File: config.mk
export PLATFORM = sky130hd
export DESIGN_NAME = dsc_startup_host
export DESIGN_NICKNAME = d
export VERILOG_FILES = /design/src/rtl/dsc_pkg.sv /design/src/rtl/dsc_spi_xfer.sv /design/src/rtl/dsc_startup_host.sv
export VERILOG_INCLUDE_DIRS = /design/src /design/src/rtl
export SDC_FILE = /design/constraint.sdc
export NUM_CORES = 1
export LEC_CHECK = 0
export ABC_AREA = 0
export ABC_CLOCK_PERIOD_IN_PS = 6440
export BUFFER_PORTS_ARGS = -buffer_cell sky130_fd_sc_hd__buf_4
export CELL_PAD_IN_SITES_DETAIL_PLACEMENT = 1
export CELL_PAD_IN_SITES_GLOBAL_PLACEMENT = 2
export CORE_MARGIN = 2
export CORE_UTILIZATION = 42
export CTS_CLUSTER_DIAMETER = 60
export DETAILED_ROUTE_END_ITERATION = 6
export GPL_TIMING_DRIVEN = 0
export PLACE_DENSITY = 0.84
export SYNTH_ARGS = -nofsm -noshare
export SYNTH_HDL_FRONTEND = slang
export SYNTH_SLANG_ARGS = --single-unit
export TNS_END_PERCENT = 30
File: constraint.sdc
create_clock -name ref_clk_i -period 6.44 [get_ports ref_clk_i]
set_input_delay 0.644 -clock ref_clk_i [delete_from_list [all_inputs] [get_ports ref_clk_i]]
set_output_delay 0.644 -clock ref_clk_i [all_outputs]
set_load 0.05 [all_outputs]
File: src/rtl/dsc_defines.svh
`ifndef DSC_DEFINES_SVH
`define DSC_DEFINES_SVH

// wishbone register byte offsets
`define DSC_R_CTRL 8'h00
`define DSC_R_PLLDIV 8'h04
`define DSC_R_LOOKUP 8'h08
`define DSC_R_STATUS 8'h0c
`define DSC_R_ISTAT 8'h10
`define DSC_R_IMASK 8'h14
`define DSC_R_IDENT 8'h18
`define DSC_R_PWRCFG 8'h1c

// control bits
`define DSC_C_START 0
`define DSC_C_PLL 1
`define DSC_C_SUB0 2
`define DSC_C_ABORT 3

// interrupt bits
`define DSC_I_DONE 0
`define DSC_I_FAIL 1
`define DSC_I_LOCK 2

// device register addresses
`define DSC_A_PORT 15'h000
`define DSC_A_TYPE 15'h003
`define DSC_A_ID_LO 15'h004
`define DSC_A_ID_HI 15'h005
`define DSC_A_GRADE 15'h006
`define DSC_A_PWR 15'h011
`define DSC_A_CLK_PD 15'h080
`define DSC_A_ALIGN_PD 15'h081
`define DSC_A_PLL_EN 15'h083
`define DSC_A_PLL_LOCK 15'h084
`define DSC_A_FBCNT 15'h085
`define DSC_A_LF_A 15'h087
`define DSC_A_LF_B 15'h088
`define DSC_A_LF_C 15'h089
`define DSC_A_CP_A 15'h08a
`define DSC_A_OUT_DIV 15'h08b
`define DSC_A_REF_DIV 15'h08c
`define DSC_A_REG 15'h08d
`define DSC_A_DP_A 15'h12d
`define DSC_A_DP_B 15'h146
`define DSC_A_PWR_MACH 15'h1b0
`define DSC_A_CP_B 15'h1b9
`define DSC_A_OSC_CTL 15'h1bc
`define DSC_A_OSC_PWR 15'h1be
`define DSC_A_OSC_CAL 15'h1bf
`define DSC_A_LOCK_LEN 15'h1c0
`define DSC_A_CP_C 15'h1c1
`define DSC_A_VARACTOR 15'h1c4
`define DSC_A_SER_A 15'h232
`define DSC_A_CLK_CFG 15'h2a4
`define DSC_A_SER_B 15'h333

// device register values
`define DSC_V_SOFT_RESET 8'hbd
`define DSC_V_PORT_4W 8'h3c
`define DSC_V_ALIGN_SUB1 8'h00
`define DSC_V_ALIGN_SUB0 8'h10
`define DSC_V_DP_A 8'h8b
`define DSC_V_DP_B 8'h01
`define DSC_V_CLK_CFG 8'hff
`define DSC_V_SER_A 8'hff
`define DSC_V_SER_B 8'h01
`define DSC_V_LF_A 8'h62
`define DSC_V_LF_B 8'hc9
`define DSC_V_LF_C 8'h0e
`define DSC_V_CP_A 8'h12
`define DSC_V_REG 8'h7b
`define DSC_V_PWR_MACH 8'h00
`define DSC_V_CP_B 8'h24
`define DSC_V_OSC_CTL 8'h0d
`define DSC_V_OSC_PWR 8'h02
`define DSC_V_OSC_CAL 8'h8e
`define DSC_V_LOCK_LEN 8'h2a
`define DSC_V_CP_C 8'h2a
`define DSC_V_VARACTOR 8'h7e
`define DSC_V_PLL_EN 8'h10
`define DSC_LOCK_BIT 1

// command word builders: read flag, address, data
`define DSC_WR(a, v) {1'b0, a, v}
`define DSC_RD(a) {1'b1, a, 8'h00}

// sequence positions
`define DSC_STEP_BASE_LAST 6'd13
`define DSC_STEP_PLL_EN 6'd31
`define DSC_STEP_POLL 6'd32

// timing
`define DSC_LOCK_POLLS 16'd1000
`define DSC_CLK_NS 8
`define DSC_SCLK_MIN_NS 100
`define DSC_SCLK_HALF ((`DSC_SCLK_MIN_NS / 2 + `DSC_CLK_NS - 1) / `DSC_CLK_NS)
`define DSC_FRAME_BITS 5'd24

`endif

File: src/rtl/dsc_pkg.sv
package dsc_pkg;

   typedef enum logic [1:0] {
      DSC_IDLE = 2'b00,
      DSC_ISSUE = 2'b01,
      DSC_WAIT = 2'b11,
      DSC_NEXT = 2'b10
   } dsc_state_t;

   typedef struct packed {
      logic cs_n;
      logic sclk;
      logic mosi;
      logic oe;
      logic busy;
      logic done;
      logic [3:0] cnt;
      logic [4:0] bits;
      logic [23:0] sh;
      logic [7:0] rx;
      logic [2:0] sync;
      logic sdo_f;
   } dsc_spi_st_t;

   localparam dsc_spi_st_t DSC_SPI_RST = '{cs_n: 1'b1, default: '0};

   typedef struct packed {
      dsc_state_t state;
      logic [5:0] step;
      logic [15:0] polls;
      logic go;
      logic start;
      logic abort;
      logic use_pll;
      logic sub0;
      logic [3:0] pd_dacs;
      logic [7:0] pd_clks;
      logic [23:0] div;
      logic [22:0] lut;
      logic [31:0] ident;
      logic busy;
      logic done;
      logic fail;
      logic locked;
      logic [2:0] istat;
      logic [2:0] imask;
      logic ack;
      logic irq;
      logic [31:0] rdata;
   } dsc_main_st_t;

endpackage

File: src/rtl/dsc_spi_xfer.sv
`timescale 1ns/1ps
`include "dsc_defines.svh"

module dsc_spi_xfer
   import dsc_pkg::*;
#(
   parameter int HALF = `DSC_SCLK_HALF
) (
   input logic ref_clk_i,
   input logic reset_n_i,
   input logic start_i,
   input logic rd_i,
   input logic [14:0] addr_i,
   input logic [7:0] wdata_i,
   input logic sdo_i,
   output logic done_o,
   output logic [7:0] rdata_o,
   output logic sclk_o,
   output logic cs_n_o,
   output logic sdio_o,
   output logic sdio_oe_o
);

   dsc_spi_st_t q, d;

   always_comb begin
      d = q;
      d.done = 1'b0;
      d.sync = {q.sync[1:0], sdo_i};
      // data line change counts once second and third stage agree
      if (q.sync[1] == q.sync[2]) begin
         d.sdo_f = q.sync[2];
      end
      if (!q.busy) begin
         if (start_i) begin
            // RULE_18 instruction word first
            d.sh = {rd_i, addr_i, wdata_i};
            d.mosi = rd_i;
            d.busy = 1'b1;
            d.cs_n = 1'b0;
            d.oe = 1'b1;
            d.bits = `DSC_FRAME_BITS;
            d.cnt = 4'h0;
         end
      end else if (q.cnt == 4'(HALF - 1)) begin
         d.cnt = 4'h0;
         if (q.bits == 5'h0) begin
            d.busy = 1'b0;
            d.cs_n = 1'b1;
            d.oe = 1'b0;
            d.mosi = 1'b0;
            d.done = 1'b1;
         end else if (!q.sclk) begin
            d.sclk = 1'b1;
         end else begin
            // falling edge: sample returned bit, present next one
            d.sclk = 1'b0;
            d.rx = {q.rx[6:0], q.sdo_f};
            d.sh = {q.sh[22:0], 1'b0};
            d.mosi = q.sh[22];
            d.bits = q.bits - 5'h1;
         end
      end else begin
         d.cnt = q.cnt + 4'h1;
      end
   end

   always_ff @(posedge ref_clk_i or negedge reset_n_i) begin
      if (!reset_n_i) begin
         q <= DSC_SPI_RST;
      end else begin
         q <= d;
      end
   end

   assign done_o = q.done;
   assign rdata_o = q.rx;
   assign sclk_o = q.sclk;
   assign cs_n_o = q.cs_n;
   assign sdio_o = q.mosi;
   assign sdio_oe_o = q.oe;
endmodule

File: src/rtl/dsc_startup_host.sv
// Register access over Wishbone was decided locally.
`timescale 1ns/1ps
`include "dsc_defines.svh"

// What this block does
// RULE_01 - device shows product type code at 0x003; host reads and keeps it
// RULE_02 - product id high byte sits at 0x005, low byte at 0x004
// RULE_03 - 0x006 holds grade in upper nibble, revision in lower nibble
// RULE_04 - port, power and clocks first; datapath and link layers follow later
// RULE_05 - write 0xbd to register zero, then 0x3c for four-wire port
// RULE_06 - clear converter_power_down bits 7 and 2 to power band gap, master converter
// RULE_07 - converter power-down field converter_power_down[6:3] is zero with all four converters
// RULE_08 - clock power-down register clock_power_down is zero with all four converters
// RULE_09 - align_input_power_down gets zero for subclass 1, 0x10 for subclass 0
// RULE_10 - after any reset write the five fixed configuration values
// RULE_11 - with pll, write loop-filter, charge-pump and regulator values
// RULE_12 - with pll, write zero to pll_power_machine_cfg keeping pll blocks powered
// RULE_13 - with pll, write charge pump, oscillator, calibration, varactor values
// RULE_14 - with pll, write 0x2a to lock counter length pll_lock_counter_len
// RULE_15 - write dividers, feedback count and lookup values before pll enable
// RULE_16 - write 0x10 to pll_enable_ctrl last, then read pll_lock_status for lock
// RULE_17 - device sets pll_lock_status bit 1 once the pll is locked
// RULE_18 - each access opens with 16-bit word: read flag, 15-bit address
// RULE_19 - poll lock bit with bounded retries; flag failure if never locked
module dsc_startup_host
   import dsc_pkg::*;
#(
   parameter logic [15:0] LOCK_POLLS = `DSC_LOCK_POLLS,
   parameter int SCLK_HALF = `DSC_SCLK_HALF
) (
   input logic ref_clk_i,
   input logic reset_n_i,
   input logic wb_cyc_i,
   input logic wb_stb_i,
   input logic wb_we_i,
   input logic [7:0] wb_adr_i,
   input logic [3:0] wb_sel_i,
   input logic [31:0] wb_dat_i,
   output logic [31:0] wb_dat_o,
   output logic wb_ack_o,
   output logic irq_o,
   output logic spi_sclk_o,
   output logic spi_cs_n_o,
   output logic spi_sdio_o,
   output logic spi_sdio_oe_o,
   input logic spi_sdo_i
);

   dsc_main_st_t q, d;
   logic spi_done;
   logic [7:0] spi_rdata;
   logic [23:0] cmd;
   logic wb_req;
   logic [31:0] wv;
   logic rd_clr;
   logic [2:0] set;

   function automatic logic [31:0] wmerge(input logic [31:0] o, input logic [31:0] n,
                                          input logic [3:0] s);
      logic [31:0] r;
      r = o;
      for (int i = 0; i < 4; i++) begin
         if (s[i]) begin
            r[8*i +: 8] = n[8*i +: 8];
         end
      end
      return r;
   endfunction

   // one command word per sequence position
   function automatic logic [23:0] step_cmd(input logic [5:0] s, input dsc_main_st_t c);
      logic [23:0] r;
      r = `DSC_RD(`DSC_A_PLL_LOCK);
      case (s)
         // RULE_04 port stage first
         // RULE_05 reset then release
         6'd0: r = `DSC_WR(`DSC_A_PORT, `DSC_V_SOFT_RESET);
         6'd1: r = `DSC_WR(`DSC_A_PORT, `DSC_V_PORT_4W);
         // RULE_01 product type read
         6'd2: r = `DSC_RD(`DSC_A_TYPE);
         // RULE_02 product id read
         6'd3: r = `DSC_RD(`DSC_A_ID_LO);
         6'd4: r = `DSC_RD(`DSC_A_ID_HI);
         // RULE_03 grade and revision
         6'd5: r = `DSC_RD(`DSC_A_GRADE);
         // RULE_06 band gap, master up
         // RULE_07 per-converter field
         6'd6: r = `DSC_WR(`DSC_A_PWR, {1'b0, c.pd_dacs, 3'h0});
         // RULE_08 converter clock power
         6'd7: r = `DSC_WR(`DSC_A_CLK_PD, c.pd_clks);
         // RULE_09 alignment input power
         6'd8: r = `DSC_WR(`DSC_A_ALIGN_PD, c.sub0 ? `DSC_V_ALIGN_SUB0 : `DSC_V_ALIGN_SUB1);
         // RULE_10 mandatory post-reset values
         6'd9: r = `DSC_WR(`DSC_A_DP_A, `DSC_V_DP_A);
         6'd10: r = `DSC_WR(`DSC_A_DP_B, `DSC_V_DP_B);
         6'd11: r = `DSC_WR(`DSC_A_CLK_CFG, `DSC_V_CLK_CFG);
         6'd12: r = `DSC_WR(`DSC_A_SER_A, `DSC_V_SER_A);
         6'd13: r = `DSC_WR(`DSC_A_SER_B, `DSC_V_SER_B);
         // RULE_11 loop filter, regulator
         6'd14: r = `DSC_WR(`DSC_A_LF_A, `DSC_V_LF_A);
         6'd15: r = `DSC_WR(`DSC_A_LF_B, `DSC_V_LF_B);
         6'd16: r = `DSC_WR(`DSC_A_LF_C, `DSC_V_LF_C);
         6'd17: r = `DSC_WR(`DSC_A_CP_A, `DSC_V_CP_A);
         6'd18: r = `DSC_WR(`DSC_A_REG, `DSC_V_REG);
         // RULE_12 pll blocks powered
         6'd19: r = `DSC_WR(`DSC_A_PWR_MACH, `DSC_V_PWR_MACH);
         // RULE_13 oscillator and pump
         6'd20: r = `DSC_WR(`DSC_A_CP_B, `DSC_V_CP_B);
         6'd21: r = `DSC_WR(`DSC_A_OSC_CTL, `DSC_V_OSC_CTL);
         6'd22: r = `DSC_WR(`DSC_A_OSC_PWR, `DSC_V_OSC_PWR);
         6'd23: r = `DSC_WR(`DSC_A_OSC_CAL, `DSC_V_OSC_CAL);
         // RULE_14 lock counter length
         6'd24: r = `DSC_WR(`DSC_A_LOCK_LEN, `DSC_V_LOCK_LEN);
         6'd25: r = `DSC_WR(`DSC_A_CP_C, `DSC_V_CP_C);
         6'd26: r = `DSC_WR(`DSC_A_VARACTOR, `DSC_V_VARACTOR);
         // RULE_15 dividers, count, lookup
         6'd27: r = `DSC_WR(`DSC_A_OUT_DIV, c.div[7:0]);
         6'd28: r = `DSC_WR(`DSC_A_REF_DIV, c.div[15:8]);
         6'd29: r = `DSC_WR(`DSC_A_FBCNT, c.div[23:16]);
         6'd30: r = {1'b0, c.lut};
         // RULE_16 enable comes last
         6'd31: r = `DSC_WR(`DSC_A_PLL_EN, `DSC_V_PLL_EN);
         default: r = `DSC_RD(`DSC_A_PLL_LOCK);
      endcase
      return r;
   endfunction

   assign cmd = step_cmd(q.step, q);

   always_comb begin
      d = q;
      d.start = 1'b0;
      d.go = 1'b0;
      wb_req = wb_cyc_i && wb_stb_i && !q.ack;
      wv = 32'h0;
      rd_clr = 1'b0;
      set = 3'h0;
      d.ack = wb_req;

      // register writes; configuration frozen while a sequence runs
      if (wb_req && wb_we_i) begin
         case (wb_adr_i)
            `DSC_R_CTRL: begin
               if (wb_sel_i[0] && !q.busy) begin
                  d.start = wb_dat_i[`DSC_C_START];
                  d.use_pll = wb_dat_i[`DSC_C_PLL];
                  d.sub0 = wb_dat_i[`DSC_C_SUB0];
               end
               if (wb_sel_i[0] && q.busy && wb_dat_i[`DSC_C_ABORT]) begin
                  d.abort = 1'b1;
               end
            end
            `DSC_R_PLLDIV: begin
               wv = wmerge({8'h00, q.div}, wb_dat_i, wb_sel_i);
               if (!q.busy) begin
                  d.div = wv[23:0];
               end
            end
            `DSC_R_LOOKUP: begin
               wv = wmerge({9'h000, q.lut}, wb_dat_i, wb_sel_i);
               if (!q.busy) begin
                  d.lut = wv[22:0];
               end
            end
            `DSC_R_PWRCFG: begin
               wv = wmerge({16'h0000, q.pd_clks, 4'h0, q.pd_dacs}, wb_dat_i, wb_sel_i);
               if (!q.busy) begin
                  d.pd_dacs = wv[3:0];
                  d.pd_clks = wv[15:8];
               end
            end
            `DSC_R_IMASK: begin
               if (wb_sel_i[0]) begin
                  d.imask = wb_dat_i[2:0];
               end
            end
            default: begin
            end
         endcase
      end

      // register reads; unmapped offsets read zero
      if (wb_req && !wb_we_i) begin
         case (wb_adr_i)
            `DSC_R_CTRL: d.rdata = {29'h0, q.sub0, q.use_pll, 1'b0};
            `DSC_R_PLLDIV: d.rdata = {8'h00, q.div};
            `DSC_R_LOOKUP: d.rdata = {9'h000, q.lut};
            `DSC_R_STATUS: d.rdata = {18'h0, q.step, 4'h0, q.locked, q.fail, q.done, q.busy};
            `DSC_R_ISTAT: begin
               d.rdata = {29'h0, q.istat};
               rd_clr = 1'b1;
            end
            `DSC_R_IMASK: d.rdata = {29'h0, q.imask};
            `DSC_R_IDENT: d.rdata = q.ident;
            `DSC_R_PWRCFG: d.rdata = {16'h0000, q.pd_clks, 4'h0, q.pd_dacs};
            default: d.rdata = 32'h0;
         endcase
      end

      case (q.state)
         DSC_IDLE: begin
            if (q.start) begin
               d.step = 6'h00;
               d.polls = 16'h0000;
               d.busy = 1'b1;
               d.done = 1'b0;
               d.fail = 1'b0;
               d.locked = 1'b0;
               d.abort = 1'b0;
               d.ident = 32'h0;
               d.state = DSC_ISSUE;
            end
         end
         DSC_ISSUE: begin
            d.go = 1'b1;
            d.state = DSC_WAIT;
         end
         DSC_WAIT: begin
            if (spi_done) begin
               // RULE_02 capture identity bytes
               if (cmd[23]) begin
                  case (cmd[22:8])
                     `DSC_A_TYPE: d.ident[7:0] = spi_rdata;
                     `DSC_A_ID_LO: d.ident[15:8] = spi_rdata;
                     `DSC_A_ID_HI: d.ident[23:16] = spi_rdata;
                     `DSC_A_GRADE: d.ident[31:24] = spi_rdata;
                     default: begin
                     end
                  endcase
               end
               if (q.abort) begin
                  d.fail = 1'b1;
                  d.busy = 1'b0;
                  set[`DSC_I_FAIL] = 1'b1;
                  d.state = DSC_IDLE;
               end else if (q.step == `DSC_STEP_POLL) begin
                  // RULE_17 lock bit seen
                  if (spi_rdata[`DSC_LOCK_BIT]) begin
                     d.locked = 1'b1;
                     d.done = 1'b1;
                     d.busy = 1'b0;
                     set[`DSC_I_DONE] = 1'b1;
                     set[`DSC_I_LOCK] = 1'b1;
                     d.state = DSC_IDLE;
                  // RULE_19 bounded lock polling
                  end else if (q.polls == LOCK_POLLS - 16'h0001) begin
                     d.fail = 1'b1;
                     d.busy = 1'b0;
                     set[`DSC_I_FAIL] = 1'b1;
                     d.state = DSC_IDLE;
                  end else begin
                     d.polls = q.polls + 16'h0001;
                     d.state = DSC_ISSUE;
                  end
               end else begin
                  d.state = DSC_NEXT;
               end
            end
         end
         DSC_NEXT: begin
            // RULE_11 pll part only on request
            if (q.step == `DSC_STEP_BASE_LAST && !q.use_pll) begin
               d.done = 1'b1;
               d.busy = 1'b0;
               set[`DSC_I_DONE] = 1'b1;
               d.state = DSC_IDLE;
            end else begin
               d.step = q.step + 6'h01;
               d.state = DSC_ISSUE;
            end
         end
         default: d.state = DSC_IDLE;
      endcase

      // new events win over a clearing read
      d.istat = (rd_clr ? 3'h0 : q.istat) | set;
      d.irq = |(d.istat & d.imask);
   end

   always_ff @(posedge ref_clk_i or negedge reset_n_i) begin
      if (!reset_n_i) begin
         q <= '0;
      end else begin
         q <= d;
      end
   end

   dsc_spi_xfer #(
      .HALF(SCLK_HALF)
   ) u_spi (
      .ref_clk_i(ref_clk_i),
      .reset_n_i(reset_n_i),
      .start_i(q.go),
      .rd_i(cmd[23]),
      .addr_i(cmd[22:8]),
      .wdata_i(cmd[7:0]),
      .sdo_i(spi_sdo_i),
      .done_o(spi_done),
      .rdata_o(spi_rdata),
      .sclk_o(spi_sclk_o),
      .cs_n_o(spi_cs_n_o),
      .sdio_o(spi_sdio_o),
      .sdio_oe_o(spi_sdio_oe_o)
   );

   assign wb_dat_o = q.rdata;
   assign wb_ack_o = q.ack;
   assign irq_o = q.irq;
endmodule

* Word-level counts from Yosys, hierarchy flattened
Cells that the tools add are included.
** Word-level totals
- Input bits :: 50
- Flip-flop bits (word level) :: 214
** Operators by class
- Equality and inequality tests :: 72
- Add/subtract/negate cells :: 4
- Bitwise operators :: 4
- Reductions and logical operators :: 46
- Mux-type cells :: 97
** Operator list (number)
- one-hot mux 24 bit (32 select lines) :: 1
- one-hot mux 32 bit (8 select lines) :: 1
- 2-to-1 mux 37 bit :: 3
- == test 6 x 5 -> 1 bit (second input constant) :: 16
- 2-to-1 mux 16 bit :: 5
- 2-to-1 mux 8 bit :: 10
- 2-to-1 mux 24 bit :: 3
- 2-to-1 mux 36 bit :: 2
- 2-to-1 mux 33 bit :: 2
- one-hot mux 32 bit (2 select lines) :: 1
- 2-to-1 mux 63 bit :: 1
- == test 6 x 4 -> 1 bit (second input constant) :: 8
- 2-to-1 mux 23 bit :: 2
- == test 15 x 3 -> 1 bit (second input constant) :: 3
- AND reduction 4 bit :: 10
- 2-to-1 mux 1 bit :: 34
- == test 8 x 5 -> 1 bit (second input constant) :: 4
- 2-to-1 mux 32 bit :: 1
- one-hot mux 16 bit (2 select lines) :: 1
- 2-to-1 mux 3 bit :: 9
- == test 6 x 3 -> 1 bit (second input constant) :: 4
- 2-to-1 mux 12 bit :: 2
- != test 2 bit (second input constant) :: 11
- AND reduction 5 bit :: 4
- 45 further kinds :: 85

* Depth between registers and ports, before layout
- Depth in word-level cells :: 10
- Depth in mapped cells :: 12
- Gate-level depth less buffers :: 9

* Hierarchy
Synthesis repeated with hierarchy kept, for this count alone.
** Second synthesis, totals
- Cell total of the unflattened synthesis :: 1114
- Area total of the unflattened synthesis :: 11353.4 µm²
** By module, submodules not included
- dsc_startup_host :: area an instance 9021.2 µm², instances 1, cells an instance 894
- dsc_spi_xfer :: area an instance 2332.2 µm², instances 1, cells an instance 220

* Worst setup path before layout
OpenSTA, ideal clock, no wires.
- Path type :: reg2reg
- Start point :: reg q[156] (netlist bit)
- End point :: reg q[50] (netlist bit)
- Data required time :: 6.319 ns
- Arrival :: 3.044 ns
- Period minus slack after synthesis :: 3.165 ns
- Path slack :: 3.275 ns
- Path buffers :: 2
- Cell stages (with the launch flop) :: 12
- Path through :: dfrtp_1 -> inv_1 -> ha_1 -> buf_6 -> or3_4 -> a22o_4 -> or4_4 -> o31ai_4 -> or4b_1 -> buf_6 -> a21boi_1 -> a22o_1
** Between the ends
- Longest elaborated chain between the ends :: 5
- Elaborated cells between the ends (all ways) :: 37
- Classes of those cells :: 34 x eq/ne; 1 x mux; 2 x reduce/logical
** Ends and longest elaborated chain
- start, declared :: line dsc_startup_host.sv:49 : dsc_main_st_t q, d;
- start signal, assigned :: line dsc_startup_host.sv:282 : q <= '0;
- start signal, assigned :: line dsc_startup_host.sv:284 : q <= d;
- == test 6 x 5 -> 1 bit, or another cell as far along :: line dsc_startup_host.sv:74 : case (s)
- one-hot mux 24 bit (32 select lines) * :: line dsc_startup_host.sv:74
- == test 15 x 2 -> 1 bit :: line dsc_startup_host.sv:222 : case (cmd[22:8])
- != test 2 x 1 -> 1 bit (no source line)
- AND reduction 5 bit (no source line) *
Mark *: on every way between the ends. The rest lies on a longest branch, timed or not.
A chain may end at the register's enable or synchronous reset.

* Final worst setup path
- Start point :: reg q[156] (netlist bit)
- End point :: reg q[148] (netlist bit)
** Between the ends
- Longest elaborated chain between the ends :: 3
** Ends and longest elaborated chain
- == test 6 bit (no source line)
- != test 2 bit (no source line)
- AND reduction 7 bit (no source line)
Every way passes these cells.

==> impl_results.rst <==
.. list-table::
   :header-rows: 1

   * - Metric
     - Value
   * - Critical path's slowest cell
     - o41ai_1
   * - Pin count of the biggest net entering global routing
     - 84
   * - Top flip-flop cell by instance count after synthesis
     - dfrtp_1
   * - Max Root-Sink Buffers
     - 3
   * - Routing usage on met3
     - 4.40%
   * - Synth warnings
     - 0
   * - H-tree levels
     - 1
   * - Max Slew Vio Count
     - 1
   * - GRT Util Overall
     - 28.0%
   * - Total detailed-routing wirelength
     - 38,900 um
   * - CTS Root Cell
     - clkbuf_16
   * - Number of nets produced by synthesis
     - 1,176
   * - Kind of cell with the highest combined delay on the critical path
     - simple AND/OR/NAND/NOR gates
   * - Hold Fails Final Rpt
     - 0
   * - Average wire per cell in the routed design
     - 24.6 um
   * - Clock Sink Count
     - 214
   * - Sequential element share of the synthesized area
     - 47.9%
   * - Startpoint class of the critical path
     - flip-flop
   * - Worst-case clock skew
     - 0.0164 ns
   * - Crit path time final
     - 4.08 ns
   * - Number of enable flip-flop cells after synthesis
     - 0
   * - Count of fill cells added during filler insertion
     - 2,915
   * - Highest net fanout along the worst path
     - 10
   * - Total I/O pin count
     - 88
   * - Row Count
     - 59
   * - Minimum setup slack after placement
     - 2.46 ns
   * - Wire length of the first global-routing pass
     - 60,800 um
   * - Post-route antenna net violation count
     - 0
   * - Hold Buf Count CTS
     - 0
   * - CP startpoint
     - q[156]$_DFFE_PN0P_
   * - Worst skew pair latency
     - 0.54 ns
   * - Worst relative slew slack
     - -0.434%
   * - Worst slew pin tran
     - 1.49 ns
   * - DR iter-0 viols
     - 887
   * - Highest Clock Rate
     - 245 MHz
   * - Run status
     - finished with violations
   * - Cell variety after synth
     - 81
   * - Total number of nets in the final design
     - 1,285
   * - Met1 Usage GRT
     - 40.5%
   * - Worst min-delay path class
     - input pin to asynchronous set/reset pin
   * - TritonCTS clock tree
     - done
   * - Critical R2R Launch
     - q[156]$_DFFE_PN0P_
   * - PnR worst setup slack
     - 2.37 ns
   * - Worst path buffer plus inverter count
     - 3
   * - Via Count
     - 9,772
   * - Commonest non-fill, non-tap cell in the layout
     - dfrtp_1
   * - Core ar.
     - 26,100 um^2
   * - Max IR drop VDD
     - 0.192 mV
   * - Final setup vio count
     - 0
   * - Post-CTS clock slew at the launch and capture registers of the worst setup and hold paths
     - 0.06 ns
   * - Kind of end point of the critical path
     - flip-flop
   * - Critical-path cell list
     - inv_1 > ha_1 > clkbuf_1 > nor2b_1 > nand3_1 > o41ai_1 > nand2_1 > nor2_1 > clkbuf_1 > nor2_1
   * - Layout cells sized above 1
     - 21.3%
   * - Unrepaired setup endpoints after global routing
     - no
   * - Setup tns final
     - 0 ns
   * - Commonest cells after routing, fill and taps aside
     - dfrtp_1, nand2_1, buf_4, nor2_1, mux2_2
   * - Number of buffer cells added on primary ports
     - 78
   * - Proportion of register bits with asynchronous set or reset after synthesis
     - 100%
   * - Total power divided by cell area
     - 361 nW/um^2
   * - Biggest cell delay along the critical path
     - 0.76 ns
   * - Detailed placement HPWL
     - 28,800 um
   * - Global route overflow
     - 0
   * - Arrival time reported for the critical path endpoint
     - 4.47 ns
   * - Final standard cell count with taps included and fillers excluded
     - 1,578
   * - Hold_ws
     - 0.0433 ns
   * - Leakage power figure
     - 6.09 nW
   * - Die area
     - 27,900 um^2
   * - Antenna violations before repair
     - 1
   * - Gpl congestion
     - 0.930
   * - First drt pass iteration count
     - 7
   * - Drt drc
     - 12
   * - Syn-to-layout area delta
     - 18.0%
   * - Post-CTS setup repair buffer count
     - 0
   * - Instance count after placement with tap cells included
     - 1,529
   * - Required time at the worst-slack endpoint
     - 6.84 ns
   * - Floorplan die width
     - 167 um
   * - Final worst-path cycle share
     - 63.3%
   * - Vias per Instance
     - 6.19
   * - Inserted Clock Buffers
     - 27
   * - GR peak layer
     - met2
   * - Mapped Area
     - 11,200 um^2
   * - Critical path class
     - flip-flop to flip-flop
   * - Cells resized by post-CTS repair
     - 0
   * - Vias in the first global route
     - 9,968
   * - Overall power of the completed layout
     - 0.00476 W
   * - Number of instances in the synthesized netlist
     - 1,114
   * - Height of the chip
     - 167 um
   * - Flip-flop and latch count after synthesis
     - 214
   * - Max capacitance violation total
     - 1
   * - Violated checks
     - DRC, capacitance limit, slew limit
   * - Initial Util
     - 42.8%
   * - Met2 Usage GRT
     - 43.4%
   * - Syn Area/Cell
     - 10.0 um^2
routing by layer:
metal | part of all wire [%] | vias up
met5 | 0 | -
met4 | 3.5 | 0
met3 | 6.7 | 75
met2 | 44 | 364
met1 | 46 | 5008
li1 | - | 4325
logic make-up (layout without fill, tap and decap cells):
group | after synthesis | in the layout | share of synthesized area (%)
xor+xnor | 14 | 14 | 1.10
compound gates | 302 | 302 | 19.8
fa+ha+maj | 13 | 13 | 1.43
simple gates | 366 | 366 | 16.4
buf+inv | 125 | 253 | 5.53
mux | 80 | 80 | 7.88
other cells | 0 | 1 | 0
flops | 214 | 214 | 47.9
metrics by stage:
stage | area, um^2 | utilization [%]
5_1_grt | 13200 | 50.5
3_3_place_gp | 12200 | 46.6
2_1_floorplan | 11200 | -
6_report | 13200 | 50.5
4_1_cts | 13200 | 50.5
3_5_place_dp | 12300 | 46.9
where the power goes:
part / internal, W / total, W / switching (W)
Sequential: 0.00148 / 0.00162 / 0.000135
Clock: 0.000974 / 0.00158 / 0.000602
Combinational: 0.000501 / 0.00156 / 0.00106
registers in the layout, indices dropped and copies added, names as in the netlist, 2 cells and up:
name,cells
u_spi.d,2
u_spi.q,35
u_spi.rdata_o,8
wb_dat_o,32
q,130
cells in the mapped netlist, types with 8 or more instances:
cell type	count	share of area [%]
ha_1	12	1.3
nor4_1	8	0.45
xnor2_1	11	0.86
nand2b_1	10	0.56
a22oi_1	28	1.9
nand2_1	131	4.4
a21oi_1	48	2.1
mux2_2	64	6.4
mux2i_1	16	1.4
nor2_1	64	2.1
a22o_1	29	2.3
a221oi_1	11	0.86
a222oi_1	23	2.1
a31oi_1	12	0.67
nor2b_1	10	0.56
inv_1	22	0.74
nand3_1	44	2.0
clkbuf_1	52	1.7
a221o_1	10	0.90
o211ai_1	14	0.94
nand4_1	11	0.62
a21o_1	15	1.0
dfrtp_1	213	48
o21ai_0	50	2.2
nor3_1	20	0.90
a211oi_1	8	0.54
buf_2	11	0.49
buf_4	32	2.1
o21ai_1	13	0.58
or3_1	13	0.73
worst paths after layout:
kind	end	slack, ns	cells past startpoint
max in group asynchronous	q[158]$_DFFE_PN0P_	5.22	3
min reg2reg	u_spi.d[3]$_DFF_PN0_	0.36	0
min	u_spi.q[39]$_DFFE_PN0P_	0.04	1
max	q[148]$_DFFE_PN0P_	2.37	10
max reg2reg	q[148]$_DFFE_PN0P_	2.37	10
min in group ref_clk_i	u_spi.d[2]$_DFF_PN0_	0.22	1
cell type report:
type                       instances  area (um^2)  share of cell area, %
antenna                            1         2.50                 0.0190
inverter                          22         82.6                  0.626
timing repair buffer              80          648                   4.92
clock inverter                    14          184                   1.39
sequential                       214         5360                   40.6
tap                              335          419                   3.18
multi-input combinational        775         5220                   39.6
buffer                           103          536                   4.06
clock buffer                      34          742                   5.63
worst register-to-register path, delay by kind of cell, from the launching register on:
| kind | cells | cell delay [ns] |
|---|---|---|
| simple gates | 5 | 1.30 |
| compound gates | 1 | 0.77 |
| flops | 1 | 0.47 |
| buf+inv | 3 | 1.06 |
| fa+ha+maj | 1 | 0.35 |
Power figures use the tool's default switching activity.
